### src/amd_pkg.sv
// Purpose: constants for the addressing mode decoder
// Assumes: 8-bit core, 16-bit address space
// Notes:   opcode column layout follows the usual 8-bit core map
package amd_pkg;

  // prefix byte values
  localparam logic [7:0] AMD_Y_SWAP_PREFIX     = 8'h90;
  localparam logic [7:0] AMD_Y_INDIRECT_PREFIX = 8'h91;
  localparam logic [7:0] AMD_INDIRECT_PREFIX   = 8'h92;

  // instruction set size
  localparam int AMD_NUM_INSTR  = 63;
  localparam int AMD_NUM_GROUPS = 13;
  localparam int AMD_MAX_LEN    = 4;

  // reset values
  localparam logic [15:0] AMD_PC_RESET = 16'h0000;

  // addressing modes
  typedef enum logic [4:0] {
    AMD_M_INH,
    AMD_M_IMM,
    AMD_M_DIR_S,
    AMD_M_DIR_L,
    AMD_M_IDX_0,
    AMD_M_IDX_S,
    AMD_M_IDX_L,
    AMD_M_IND_S,
    AMD_M_IND_L,
    AMD_M_IIX_S,
    AMD_M_IIX_L,
    AMD_M_REL_D,
    AMD_M_REL_I,
    AMD_M_BIT_D,
    AMD_M_BIT_I,
    AMD_M_BTR_D,
    AMD_M_BTR_I,
    AMD_M_ILLEGAL
  } amd_mode_e;

  // fetch sequencer states
  typedef enum logic [3:0] {
    AMD_S_OPC,
    AMD_S_B1,
    AMD_S_B2,
    AMD_S_PTR_HI,
    AMD_S_PTR_LO,
    AMD_S_REL_OFS,
    AMD_S_BTR_OFS,
    AMD_S_DONE
  } amd_state_e;

endpackage : amd_pkg

### src/amd_decoder.sv
// Purpose: instruction fetch and effective address resolution
// Assumes: memory answers a read in the same cycle (comb rdata)
// Notes:   one byte read per cycle; ALU and flags live elsewhere
`timescale 1ns/100ps
`default_nettype none

module amd_decoder
  import amd_pkg::*;
(
  // clock and reset
  input  wire logic        ref_clk_i,
  input  wire logic        rst_i,
  // program/data memory read port
  output logic      [15:0] mem_addr_o,
  output logic             mem_rd_o,
  input  wire logic [7:0]  mem_rdata_i,
  // index registers from the core
  input  wire logic [7:0]  x_reg_i,
  input  wire logic [7:0]  y_reg_i,
  // core handshake
  input  wire logic        start_i,
  input  wire logic        branch_taken_i,
  output logic             busy_o,
  output logic             done_o,
  output logic             illegal_o,
  // decode results
  output logic      [7:0]  opcode_o,
  output logic      [4:0]  mode_o,
  output logic             use_y_o,
  output logic      [2:0]  length_o,
  output logic             operand_is_imm_o,
  output logic      [7:0]  operand_o,
  output logic      [15:0] ea_o,
  output logic      [15:0] next_pc_o,
  output logic      [15:0] branch_target_o
);

  amd_state_e  state_q, state_d;
  amd_mode_e   mode_q;
  logic [15:0] pc_q;
  logic [7:0]  opc_q;
  logic [7:0]  prefix_q;
  logic [7:0]  b1_q;
  logic [7:0]  ptr_hi_q;
  logic [2:0]  len_q;
  logic        done_q;
  logic        illegal_q;
  logic [15:0] ea_q;
  logic        use_y_q;

  // prefix recognition
  wire is_pfx_y   = (mem_rdata_i == AMD_Y_SWAP_PREFIX);
  wire is_pfx_ind = (mem_rdata_i == AMD_INDIRECT_PREFIX);
  wire is_pfx_iy  = (mem_rdata_i == AMD_Y_INDIRECT_PREFIX);
  wire is_pfx     = is_pfx_y | is_pfx_ind | is_pfx_iy;

  wire pfx_y   = (prefix_q == AMD_Y_SWAP_PREFIX);
  wire pfx_ind = (prefix_q == AMD_INDIRECT_PREFIX);
  wire pfx_iy  = (prefix_q == AMD_Y_INDIRECT_PREFIX);

  // opcode fields in the row/column map
  wire [3:0] row = mem_rdata_i[7:4];
  wire [3:0] col = mem_rdata_i[3:0];

  // base mode from opcode row (and column D in row A), X-based forms
  amd_mode_e base_mode;
  always_comb begin
    base_mode = AMD_M_INH;
    if (row == 4'h0) begin
      base_mode = AMD_M_BTR_D;
    end else if (row == 4'h1) begin
      base_mode = AMD_M_BIT_D;
    end else if (row == 4'h2) begin
      base_mode = AMD_M_REL_D;
    end else if (row == 4'h3) begin
      base_mode = AMD_M_DIR_S;
    end else if (row == 4'h4 || row == 4'h5 || row == 4'h8 || row == 4'h9) begin
      base_mode = AMD_M_INH;
    end else if (row == 4'h6) begin
      base_mode = AMD_M_IDX_S;
    end else if (row == 4'h7) begin
      base_mode = AMD_M_IDX_0;
    end else if (row == 4'hA) begin
      base_mode = (col == 4'hD) ? AMD_M_REL_D : AMD_M_IMM;
    end else if (row == 4'hB) begin
      base_mode = AMD_M_DIR_S;
    end else if (row == 4'hC) begin
      base_mode = AMD_M_DIR_L;
    end else if (row == 4'hD) begin
      base_mode = AMD_M_IDX_L;
    end else if (row == 4'hE) begin
      base_mode = AMD_M_IDX_S;
    end else begin
      base_mode = AMD_M_IDX_0;
    end
  end

  // read-modify-write rows, short forms only
  wire rmw_row = (row == 4'h3) || (row == 4'h6) || (row == 4'h7) || (row <= 4'h1);

  // prefix conversion of the base mode
  amd_mode_e eff_mode;
  logic      eff_illegal;
  always_comb begin
    eff_mode    = base_mode;
    eff_illegal = 1'b0;
    if (pfx_ind) begin
      if (base_mode == AMD_M_DIR_S) begin
        eff_mode = rmw_row ? AMD_M_IND_S : AMD_M_IND_S;
      end else if (base_mode == AMD_M_DIR_L) begin
        eff_mode = AMD_M_IND_L;
      end else if (base_mode == AMD_M_BIT_D) begin
        eff_mode = AMD_M_BIT_I;
      end else if (base_mode == AMD_M_BTR_D) begin
        eff_mode = AMD_M_BTR_I;
      end else if (base_mode == AMD_M_REL_D) begin
        eff_mode = AMD_M_REL_I;
      end else if (base_mode == AMD_M_IDX_S) begin
        eff_mode = AMD_M_IIX_S;
      end else if (base_mode == AMD_M_IDX_L) begin
        eff_mode = AMD_M_IIX_L;
      end else begin
        eff_illegal = 1'b1;
      end
    end else if (pfx_iy) begin
      if (base_mode == AMD_M_IDX_S) begin
        eff_mode = AMD_M_IIX_S;
      end else if (base_mode == AMD_M_IDX_L) begin
        eff_mode = AMD_M_IIX_L;
      end else begin
        eff_illegal = 1'b1;
      end
    end else if (pfx_y) begin
      if (base_mode == AMD_M_BIT_D || base_mode == AMD_M_BTR_D || base_mode == AMD_M_REL_D) begin
        eff_illegal = 1'b1;
      end
    end
    if (rmw_row && (eff_mode == AMD_M_DIR_L || eff_mode == AMD_M_IDX_L)) begin
      eff_illegal = 1'b1;
    end
  end

  wire eff_y = pfx_y | pfx_iy;

  // index selection
  wire [7:0]  idx     = eff_y ? y_reg_i : x_reg_i;
  wire [15:0] idx16   = {8'h00, idx};
  wire [15:0] pc_inc  = pc_q + 16'h0001;

  // address sums, no wrap at 8 bits
  wire [15:0] sum_short = idx16 + {8'h00, mem_rdata_i};
  wire [15:0] sum_ptr_s = idx16 + {8'h00, mem_rdata_i};
  wire [15:0] sum_long  = idx16 + {b1_q, mem_rdata_i};
  wire [15:0] sum_ptr_l = idx16 + {ptr_hi_q, mem_rdata_i};
  wire [15:0] rel_base  = pc_inc;
  wire [15:0] rel_tgt   = rel_base + {{8{mem_rdata_i[7]}}, mem_rdata_i};
  // pc already past the instruction when the offset comes from memory
  wire [15:0] rel_tgt_i = pc_q + {{8{mem_rdata_i[7]}}, mem_rdata_i};

  // next state and memory address
  always_comb begin
    state_d    = state_q;
    mem_addr_o = pc_q;
    mem_rd_o   = 1'b0;
    case (state_q)
      AMD_S_OPC: begin
        mem_rd_o = start_i | (prefix_q != 8'h00);
        if (mem_rd_o && !is_pfx) begin
          if (eff_mode == AMD_M_INH || eff_mode == AMD_M_IDX_0) begin
            state_d = AMD_S_DONE;
          end else begin
            state_d = AMD_S_B1;
          end
        end
      end
      AMD_S_B1: begin
        mem_rd_o = 1'b1;
        if (mode_q == AMD_M_DIR_L || mode_q == AMD_M_IDX_L) begin
          state_d = AMD_S_B2;
        end else if (mode_q == AMD_M_IND_L || mode_q == AMD_M_IIX_L) begin
          state_d = AMD_S_PTR_HI;
        end else if (mode_q == AMD_M_IND_S || mode_q == AMD_M_IIX_S || mode_q == AMD_M_BIT_I
                     || mode_q == AMD_M_BTR_I || mode_q == AMD_M_REL_I) begin
          state_d = AMD_S_PTR_LO;
        end else if (mode_q == AMD_M_BTR_D) begin
          state_d = AMD_S_BTR_OFS;
        end else begin
          state_d = AMD_S_DONE;
        end
      end
      AMD_S_B2: begin
        mem_rd_o = 1'b1;
        state_d  = AMD_S_DONE;
      end
      AMD_S_PTR_HI: begin
        mem_rd_o   = 1'b1;
        mem_addr_o = {8'h00, b1_q};
        state_d    = AMD_S_PTR_LO;
      end
      AMD_S_PTR_LO: begin
        mem_rd_o   = 1'b1;
        mem_addr_o = (mode_q == AMD_M_IND_L || mode_q == AMD_M_IIX_L) ?
                     ({8'h00, b1_q} + 16'h0001) : {8'h00, b1_q};
        state_d    = (mode_q == AMD_M_BTR_I) ? AMD_S_BTR_OFS : AMD_S_DONE;
      end
      AMD_S_BTR_OFS: begin
        mem_rd_o = 1'b1;
        state_d  = AMD_S_DONE;
      end
      default: begin
        state_d = AMD_S_OPC;
      end
    endcase
  end

  // sequential state
  always_ff @(posedge ref_clk_i) begin
    if (rst_i) begin
      state_q <= AMD_S_OPC;
    end else begin
      state_q <= state_d;
    end
  end

  always_ff @(posedge ref_clk_i) begin
    if (rst_i) begin
      pc_q      <= AMD_PC_RESET;
      prefix_q  <= 8'h00;
      opc_q     <= 8'h00;
      mode_q    <= AMD_M_INH;
      b1_q      <= 8'h00;
      ptr_hi_q  <= 8'h00;
      len_q     <= 3'd0;
      ea_q      <= 16'h0000;
      done_q    <= 1'b0;
      illegal_q <= 1'b0;
      use_y_q   <= 1'b0;
    end else begin
      done_q <= (state_q == AMD_S_DONE);
      if (state_q == AMD_S_DONE) begin
        prefix_q <= 8'h00;
        if (branch_taken_i && (mode_q == AMD_M_REL_D || mode_q == AMD_M_REL_I
                               || mode_q == AMD_M_BTR_D || mode_q == AMD_M_BTR_I)) begin
          pc_q <= ea_q;
        end
      end
      if (mem_rd_o && state_q != AMD_S_PTR_HI && state_q != AMD_S_PTR_LO) begin
        pc_q  <= pc_inc;
        len_q <= (state_q == AMD_S_OPC && prefix_q == 8'h00) ? 3'd1 : len_q + 3'd1;
      end
      case (state_q)
        AMD_S_OPC: begin
          if (mem_rd_o) begin
            if (is_pfx) begin
              prefix_q <= mem_rdata_i;
            end else begin
              opc_q     <= mem_rdata_i;
              mode_q    <= eff_illegal ? AMD_M_ILLEGAL : eff_mode;
              illegal_q <= eff_illegal;
              use_y_q   <= eff_y;
              ea_q      <= idx16;
            end
          end
        end
        AMD_S_B1: begin
          b1_q <= mem_rdata_i;
          if (mode_q == AMD_M_IDX_S) begin
            ea_q <= sum_short;
          end else if (mode_q == AMD_M_REL_D) begin
            ea_q <= rel_tgt;
          end else begin
            ea_q <= {8'h00, mem_rdata_i};
          end
        end
        AMD_S_B2: begin
          ea_q <= (mode_q == AMD_M_IDX_L) ? sum_long : {b1_q, mem_rdata_i};
        end
        AMD_S_PTR_HI: begin
          ptr_hi_q <= mem_rdata_i;
        end
        AMD_S_PTR_LO: begin
          if (mode_q == AMD_M_IND_L) begin
            ea_q <= {ptr_hi_q, mem_rdata_i};
          end else if (mode_q == AMD_M_IIX_L) begin
            ea_q <= sum_ptr_l;
          end else if (mode_q == AMD_M_IIX_S) begin
            ea_q <= sum_ptr_s;
          end else if (mode_q == AMD_M_REL_I) begin
            ea_q <= rel_tgt_i;
          end else begin
            ea_q <= {8'h00, mem_rdata_i};
          end
        end
        AMD_S_BTR_OFS: begin
          if (mode_q == AMD_M_BTR_I) begin
            b1_q <= ea_q[7:0];
          end
          ea_q <= rel_tgt;
        end
        default: begin
        end
      endcase
    end
  end

  // outputs
  assign busy_o           = (state_q != AMD_S_OPC) || (prefix_q != 8'h00);
  assign done_o           = done_q;
  assign illegal_o        = illegal_q;
  assign opcode_o         = opc_q;
  assign mode_o           = mode_q;
  assign use_y_o          = use_y_q;
  assign length_o         = len_q;
  assign operand_is_imm_o = (mode_q == AMD_M_IMM);
  assign operand_o        = b1_q;
  assign ea_o             = ea_q;
  assign next_pc_o        = pc_q;
  assign branch_target_o  = ea_q;

endmodule // amd_decoder
`default_nettype wire

### config.mk
export PLATFORM = sky130hd
export DESIGN_NAME = amd_decoder
export DESIGN_NICKNAME = d
export VERILOG_FILES = /design/src/amd_pkg.sv /design/src/amd_decoder.sv
export SDC_FILE = /design/constraint.sdc
export NUM_CORES = 1
export LEC_CHECK = 0
export ABC_AREA = 1
export BUFFER_PORTS_ARGS = -buffer_cell sky130_fd_sc_hd__buf_2
export CELL_PAD_IN_SITES_DETAIL_PLACEMENT = 0
export CELL_PAD_IN_SITES_GLOBAL_PLACEMENT = 1
export CORE_UTILIZATION = 40
export CTS_CLUSTER_SIZE = 40
export DETAILED_ROUTE_END_ITERATION = 8
export GPL_TIMING_DRIVEN = 0
export PLACE_DENSITY_LB_ADDON = 0.05
export SLEW_MARGIN = 0
export SYNTH_ARGS = -nofsm -noshare
export SYNTH_HDL_FRONTEND = slang
export SYNTH_SLANG_ARGS = --single-unit
### constraint.sdc
create_clock -name ref_clk_i -period 3.5 [get_ports ref_clk_i]
set_input_delay 0.525 -clock ref_clk_i [delete_from_list [all_inputs] [get_ports ref_clk_i]]
set_output_delay 0.525 -clock ref_clk_i [all_outputs]
set_load 0.01 [all_outputs]
==> impl_results.md, run 1 <==
* Initial DRT Pass Iterations at 5
* Critical Path, Cell by Cell: inv_2 -> nand3_2 -> nor2_1 -> inv_1 -> nor3_2 -> nand3_1 -> o21ai_0 -> nand3_1 -> o221ai_1 -> buf_2
* Clock Sinks at 78
* Max-cap violations at 0
* Element type at the critical path start: register
* Post-synthesis sequential area ratio at 19.5%
* DP HPWL at 26.5 mm
* NumNets Final at 1577
* Kind of cell adding the most delay to the critical path: simple AND/OR/NAND/NOR gates
* Async SR Flop Fraction at 0%
* DR WL/cell at 18.5 microns
* Starting density of the core at 41.0%
* Final Max Slew Viols at 0
* Gr usage total at 32.5%
* CP Capture Type: primary output
* IO Pins at 122
* Vias in the first global route at 8688
* Final Skew at 0.0114 ns
* Met1 Usage GRT at 41.6%
* Worst slew margin at 51.5%
* Largest net degree at the start of global routing at 19
* Share of cells above drive strength 1 at about 16%
* Data arrival time of the worst path at approximately 2.9 ns
* M2 GR Usage at 55.4%
* Place WS at -0.0596 ns
* Global route hottest layer: met2
* CTS buffer count at 9
* WP buf/inv at 3
* Number of flops mapped to enable cells by yosys at 0
* Worst Slack Setup Final at 0.103 ns
* Mapped Area at between 0.008 and 0.009 sq mm
* Flop pwr share at 27.4%
* Status: completed
* Area Growth Syn to Fin at 16.1%
* Number of setup buffers added after CTS at 0
* Gate Count Post-Synth at ~1.4k
* DR iter-0 viols at 626
* Highest clock rate at approximately 290 MHz
* Root buf cell: clkbuf_16
* Gpl congestion at 0.937
* Switching part of the total power at 51.0%
* Instance count on the critical path at 10
* Final WL at 32.8 mm
* Worst Hold Class: register to register
* First-pass GRT wire length at 49.6 mm
* Clock Latency Late Sink at 0.35 ns
* Setup Crit Path Kind: register to primary output
* Register-to-Register Path Depth at 18
* Post-DRT Antenna Nets at 0
* LEAKAGE at a little under 0.005 uW
* Warnings from Yosys at 0
* Die X at 143 microns
* Count of final hold-check violations at 0
* Clock Pin Slew Worst Setup and Hold Paths at 0.06 ns
* Rows at 51
* Period minus WS final at 3.40 ns
* Cell-internal power at 2600 uW
* Worst hold path depth at 2
* Comb pwr share at between 50% and 60%
* Vias post-DR at 9510
* Switching power at 2700 uW
* CTS max path bufs at 2
* Hold-fix buffers, CTS at 0
* Total nets after synthesis at 1445
* CTS tree: built
* Req. time, crit path at slightly below 3 ns
* Pwr Density at 570 mW/mm^2
* Synth cell types at 54
* Synthesized flop and latch total at 78
* GR Util met3 at 2.50%
* Core Footprint at 0.0195 sq mm
* Max incr delay on CP at 0.50 ns
* RSZ-0062 raised after global routing: yes
* Antenna fix cells at 0
* CP max-delay cell: nor2_1
* Avg Cell Area, Syn at 5.83 sq um
* # DRC at 0
* Clk pwr share at approximately 18%
* Crit-path max FO at 8
* Final Setup Violations at 0
* Power Total at 5300 uW
* Filler cells at 2220
* DIE AREA at 0.0206 sq mm
* Antenna violations before repair at 0
* Buffers on Ports at 121
* Final Core Density at 47.6%
* Measured slew at the worst slew-check pin at between 0.7 and 0.8 ns
* Htree depth at 3
* Grt ovf at 0
* Worst vdd ir at 0.000308 V
* Main synth FF type: dfxtp_1
* Most frequent cell on the critical path: nand3_1
* Post-DR vias/cell at around 5.4
* Die span in y at 143 microns
* Tcrit/Tclk final at 97.1%
## worst reg2reg max path: stages, from the launching register on
cell and delay (ns):
dfxtp_2 0.43, ha_1 0.21, nand2_1 0.10, nor2_2 0.19, nand4_1 0.18, nor2_1 0.14
nand2_1 0.12, nor2_2 0.15, xor2_2 0.23, ha_1 0.34, a21oi_2 0.19, o21ai_0 0.10
a21oi_1 0.12, nand2_1 0.08, or2_2 0.27, nand3_1 0.08, nand4_1 0.10, nand2_1 0.06
inv_1 0.05
## timing repair
action,CTS,global route
setup endpoints to repair,5,10
gates resized for setup,3,16
endpoints found under the hold margin,0,0
## final timing paths
path | start | endpoint | slack, ns
min reg2reg | prefix_q[6] | prefix_q[6] | 0.44
min | prefix_q[6] | prefix_q[6] | 0.44
max reg2reg | next_pc_o[0] | branch_target_o[13] | 0.27
max | mode_o[4] | mem_addr_o[6] | 0.10
## synthesized netlist by cell type, types with 7 or more instances
library cell / instances / area share, %
a21oi_1: 87 / 5.4
a31oi_1: 17 / 1.3
buf_2: 9 / 0.56
buf_4: 20 / 1.9
clkbuf_1: 16 / 0.75
dfxtp_1: 78 / 20
ha_1: 41 / 6.4
inv_1: 167 / 7.8
inv_2: 16 / 0.75
nand2_1: 388 / 18
nand2_2: 9 / 0.70
nand3_1: 135 / 8.4
nand3b_1: 14 / 1.3
nand4_1: 23 / 1.8
nor2_1: 127 / 6.0
nor2_2: 12 / 0.94
nor3_1: 14 / 0.88
o21ai_0: 85 / 5.3
o21ai_1: 9 / 0.56
o221ai_1: 7 / 0.77
xnor2_1: 7 / 0.77
xor2_1: 18 / 2.0
## through the flow
stage / hold slack (ns) / std cells / cell area (sq um) / setup TNS (ns)
after floorplan: 0.419 / 1373 / 8000 / 0
after global placement: 0.427 / 1759 / 8940 / -0.0442
after detailed placement: 0.432 / 1759 / 8940 / -0.137
after CTS: 0.442 / 1775 / 9240 / 0
after global routing: 0.449 / 1775 / 9290 / -0.0278
final: 0.439 / 1775 / 9290 / 0
## logic make-up (layout without fill, tap and decap cells)
logic type | after synthesis | in the layout | share of synthesized area, %
AND/OR/NAND/NOR | 750 | 750 | 41.3
AO/OA/AOI/OAI | 244 | 244 | 17.3
buffers and inverters | 231 | 368 | 11.9
flip-flops | 78 | 78 | 19.5
adder cells (fa/ha/maj) | 44 | 44 | 7.16
XOR/XNOR | 25 | 25 | 2.74
multiplexers | 1 | 1 | 0.125
## cell usage in the layout, fill, tap and decap left out, types with 17 or more instances in the layout
cell type	synthesis	layout
buf_4	20	20
inv_2	16	17
nand2_1	388	386
ha_1	41	40
clkbuf_1	16	17
a31oi_1	17	17
o21ai_0	85	82
inv_1	167	166
xor2_1	18	17
a21oi_1	87	85
nor2_1	127	126
nand3_1	135	134
buf_2	9	130
dfxtp_1	78	76
nand4_1	23	23
## sequential cells by signal, summed over array words and instances, names as in the netlist, 3 cells and up
signal and flops:
operand_o 8, ptr_hi_q 8, opcode_o 8, next_pc_o 16
state_q 3, mode_o 5, branch_target_o 16, length_o 3
prefix_q 8
## power groups by stage
stage	logic (uW)	registers (uW)	clock network [uW]
after CTS	2880	1450	946
after detailed placement	2860	1460	0
after floorplan	1840	1410	0
after global placement	2850	1470	0
final	2920	1450	929
after global routing	3230	1480	979
## layer usage
metal  vias to the layer above  share of wire, %  wire length (microns)
li1                       4773                 -                      -
met1                      4355                44                  14500
met2                       313                47                  15300
met3                        69               4.7                   1540
met4                         0               4.5                   1480
met5                         -                 0                      0
## area by class of cell
class / instances / area [sq um] / share of cell area, %
Buffer: 47 / 264 / 2.84
Clock buffer: 12 / 256 / 2.76
Clock inverter: 4 / 28.8 / 0.310
Inverter: 184 / 692 / 7.45
Multi-Input combinational cell: 1064 / 5550 / 59.7
Sequential cell: 78 / 1570 / 16.9
Tap cell: 265 / 332 / 3.57
Timing Repair Buffer: 121 / 606 / 6.52
Note: power is estimated with default switching activity, not from simulation.
==> run 2: changes to the inputs <==
Settings changed: CELL_PAD_IN_SITES_DETAIL_PLACEMENT 0 to 2, CELL_PAD_IN_SITES_GLOBAL_PLACEMENT 1 to 2, CORE_UTILIZATION 40 to 30, SETUP_SLACK_MARGIN set to 0.4.
==> run 2 against run 1 <==
The run now ends with design-rule violations left. Cell count is 5.6% higher. Routed wire length rose by 29%. Via count grew 7.6%. Register-to-register slack better by 0.25 ns. Global-route usage shrank 1.7 points. Setup slack better by 0.38 ns. Clock skew about the same. Hold slack gained 0.030 ns. Largest power group unchanged. Sequential share of layout area down 1.1 points. Fmax up 13%.
==> impl_results.md, run 2 (synthesized netlist as in run 1, its figures left out) <==
* Status: finished, violations left
* Failing checks: design-rule violations
* Vias post-DR at between 10k and 15k
* Worst Slack Setup Final at 0.483 ns
* Switching power at 3070 uW
* Metal2 WL at roughly 21 mm
* Worst slew margin at 47.3%
* Starting density of the core at 30.6%
* Gpl congestion at 0.921
* Worst hold path depth at 2
* Die span in y at 165 microns
* Commonest cells after routing, fill and taps aside: nand2_1 (366), inv_1 (160), buf_2 (130)
* Register-to-Register Path Depth at 19
* Post-DR vias/cell at between 5 and 6
* Period minus WS final at about 3.0 ns
* DP HPWL at 33.2 mm
* Setup Crit Path Kind: register to primary output
* Measured slew at the worst slew-check pin at between 0.7 and 0.8 ns
* Gr usage total at 30.8%
* Worst vdd ir at 0.000216 V
* Max-cap violations at 0
* Largest net degree at the start of global routing at 19
* Req. time, crit path at 2.97 ns
* Initial DRT Pass Iterations at 7
* Antenna violations before repair at 0
* DIE AREA at 0.0273 sq mm
* Clock Sinks at 78
* NumNets Final at between 1.5k and 2k
* Switching part of the total power at between 50% and 60%
* Reg area at 0.00159 sq mm
* Core Footprint at 0.0261 sq mm
* Final WL at 42.3 mm
* Top sig layer: met4
* Met1 Wirelength at approximately 18 mm
* DR iter-0 viols at 558
* Clock Latency Late Sink at 0.36 ns
* Clk pwr share at 19.1%
* Final Core Density at 38.6%
* Final std cells w/o fill at between 1.5k and 2k
* Antenna fix cells at 0
* Count of final hold-check violations at 0
* Hold-fix buffers, CTS at 0
* CP Capture Type: primary output
* Highest clock rate at approximately 330 MHz
* IO Pins at 122
* # DRC at 11
* Flop pwr share at 25.3%
* Met3 wire length at around 1.1 mm
* Final Skew at 0.0119 ns
* Die X at 165 microns
* Crit-path max FO at 10
* First-pass GRT wire length at 62.1 mm
* Clock Pin Slew Worst Setup and Hold Paths at 0.08 ns
* CTS tree: built
* Dpl cells at 1829
* Area Growth Syn to Fin at 26.1%
* Cell-internal power at between 2000 and 3000 uW
* Htree depth at 3
* Buffers on Ports at approximately 120
* Power Total at just under 6000 uW
* Commonest non-fill, non-tap cell in the layout: nand2_1
* Post-DRT Antenna Nets at 0
* Pwr Density at 583 mW/mm^2
* CTS buffer count at 9
* CTS max path bufs at 2
* Filler cells at 3321
* Grt ovf at 0
* Rows at 59
* Data arrival time of the worst path at approximately 2.5 ns
* Worst Hold Class: register to register
* Multi-input logic area at 0.00596 sq mm
* Share of cells above drive strength 1 at 23.6%
* LEAKAGE at 0.00517 uW
* Final Setup Violations at 0
* Place WS at -0.253 ns
* RSZ-0062 raised after global routing: yes
* DR WL/cell at approximately 23 microns
* Tcrit/Tclk final at 86.2%
* Comb pwr share at 55.6%
* Vias in the first global route at 10.4k
* Element type at the critical path start: register
* Root buf cell: clkbuf_16
* Final Max Slew Viols at 0
* TNS Setup at 0 ns
-- run 2: final cells by class --
type	instances	share of cell area [%]
multi-input combinational	1065	59.0
sequential	78	15.7
timing repair buffer	150	8.16
inverter	184	6.97
tap	335	4.15
buffer	47	2.69
clock buffer	9	2.23
clock inverter	7	1.03
-- run 2: per-stage QoR --
step,cell area [sq um],hold slack (ns)
6_report,10100,0.469
5_1_grt,10100,0.491
4_1_cts,9740,0.463
3_5_place_dp,9030,0.439
3_3_place_gp,9030,0.429
2_1_floorplan,8000,0.419
-- run 2: path summary, 6_finish.rpt --
check | slack [ns] | start | end
worst max-delay path | 0.48 | state_q[2] | mem_addr_o[0]
worst min-delay path | 0.47 | prefix_q[6] | prefix_q[6]
worst max register to register | 0.52 | next_pc_o[1] | branch_target_o[13]
worst min register to register | 0.47 | prefix_q[6] | prefix_q[6]
-- run 2: what timing repair did --
action / 4_1_cts / 5_1_grt
buffers inserted: 14 / 15
resized for setup: 69 / 70
pin swaps: 8 / 27
gates cloned: 1 / 0
endpoints found under the setup margin: 21 / 18
-- run 2: power by group through the flow --
stage,registers [uW],logic (uW),clock network [uW]
detailed placement,1500,3030,0
finish,1490,3270,1120
floorplan,1410,1840,0
CTS,1480,3160,1140
global placement,1490,2950,0
global route,1510,3560,1160
-- run 2: worst max-delay path, stage by stage (launching register included) --
cell and delay [ns]:
dfxtp_1 0.46, inv_2 0.11, nor3_4 0.35, nor2_2 0.15
inv_2 0.12, clkbuf_1 0.47, o221ai_1 0.26, buf_2 0.20
-- run 2: routing by layer --
metal  global-route usage (%)  up-vias
li1                         -     4831
met1                     37.1     5104
met2                     56.0      225
met3                     2.67       77
met4                     12.2        0
met5                        0        -
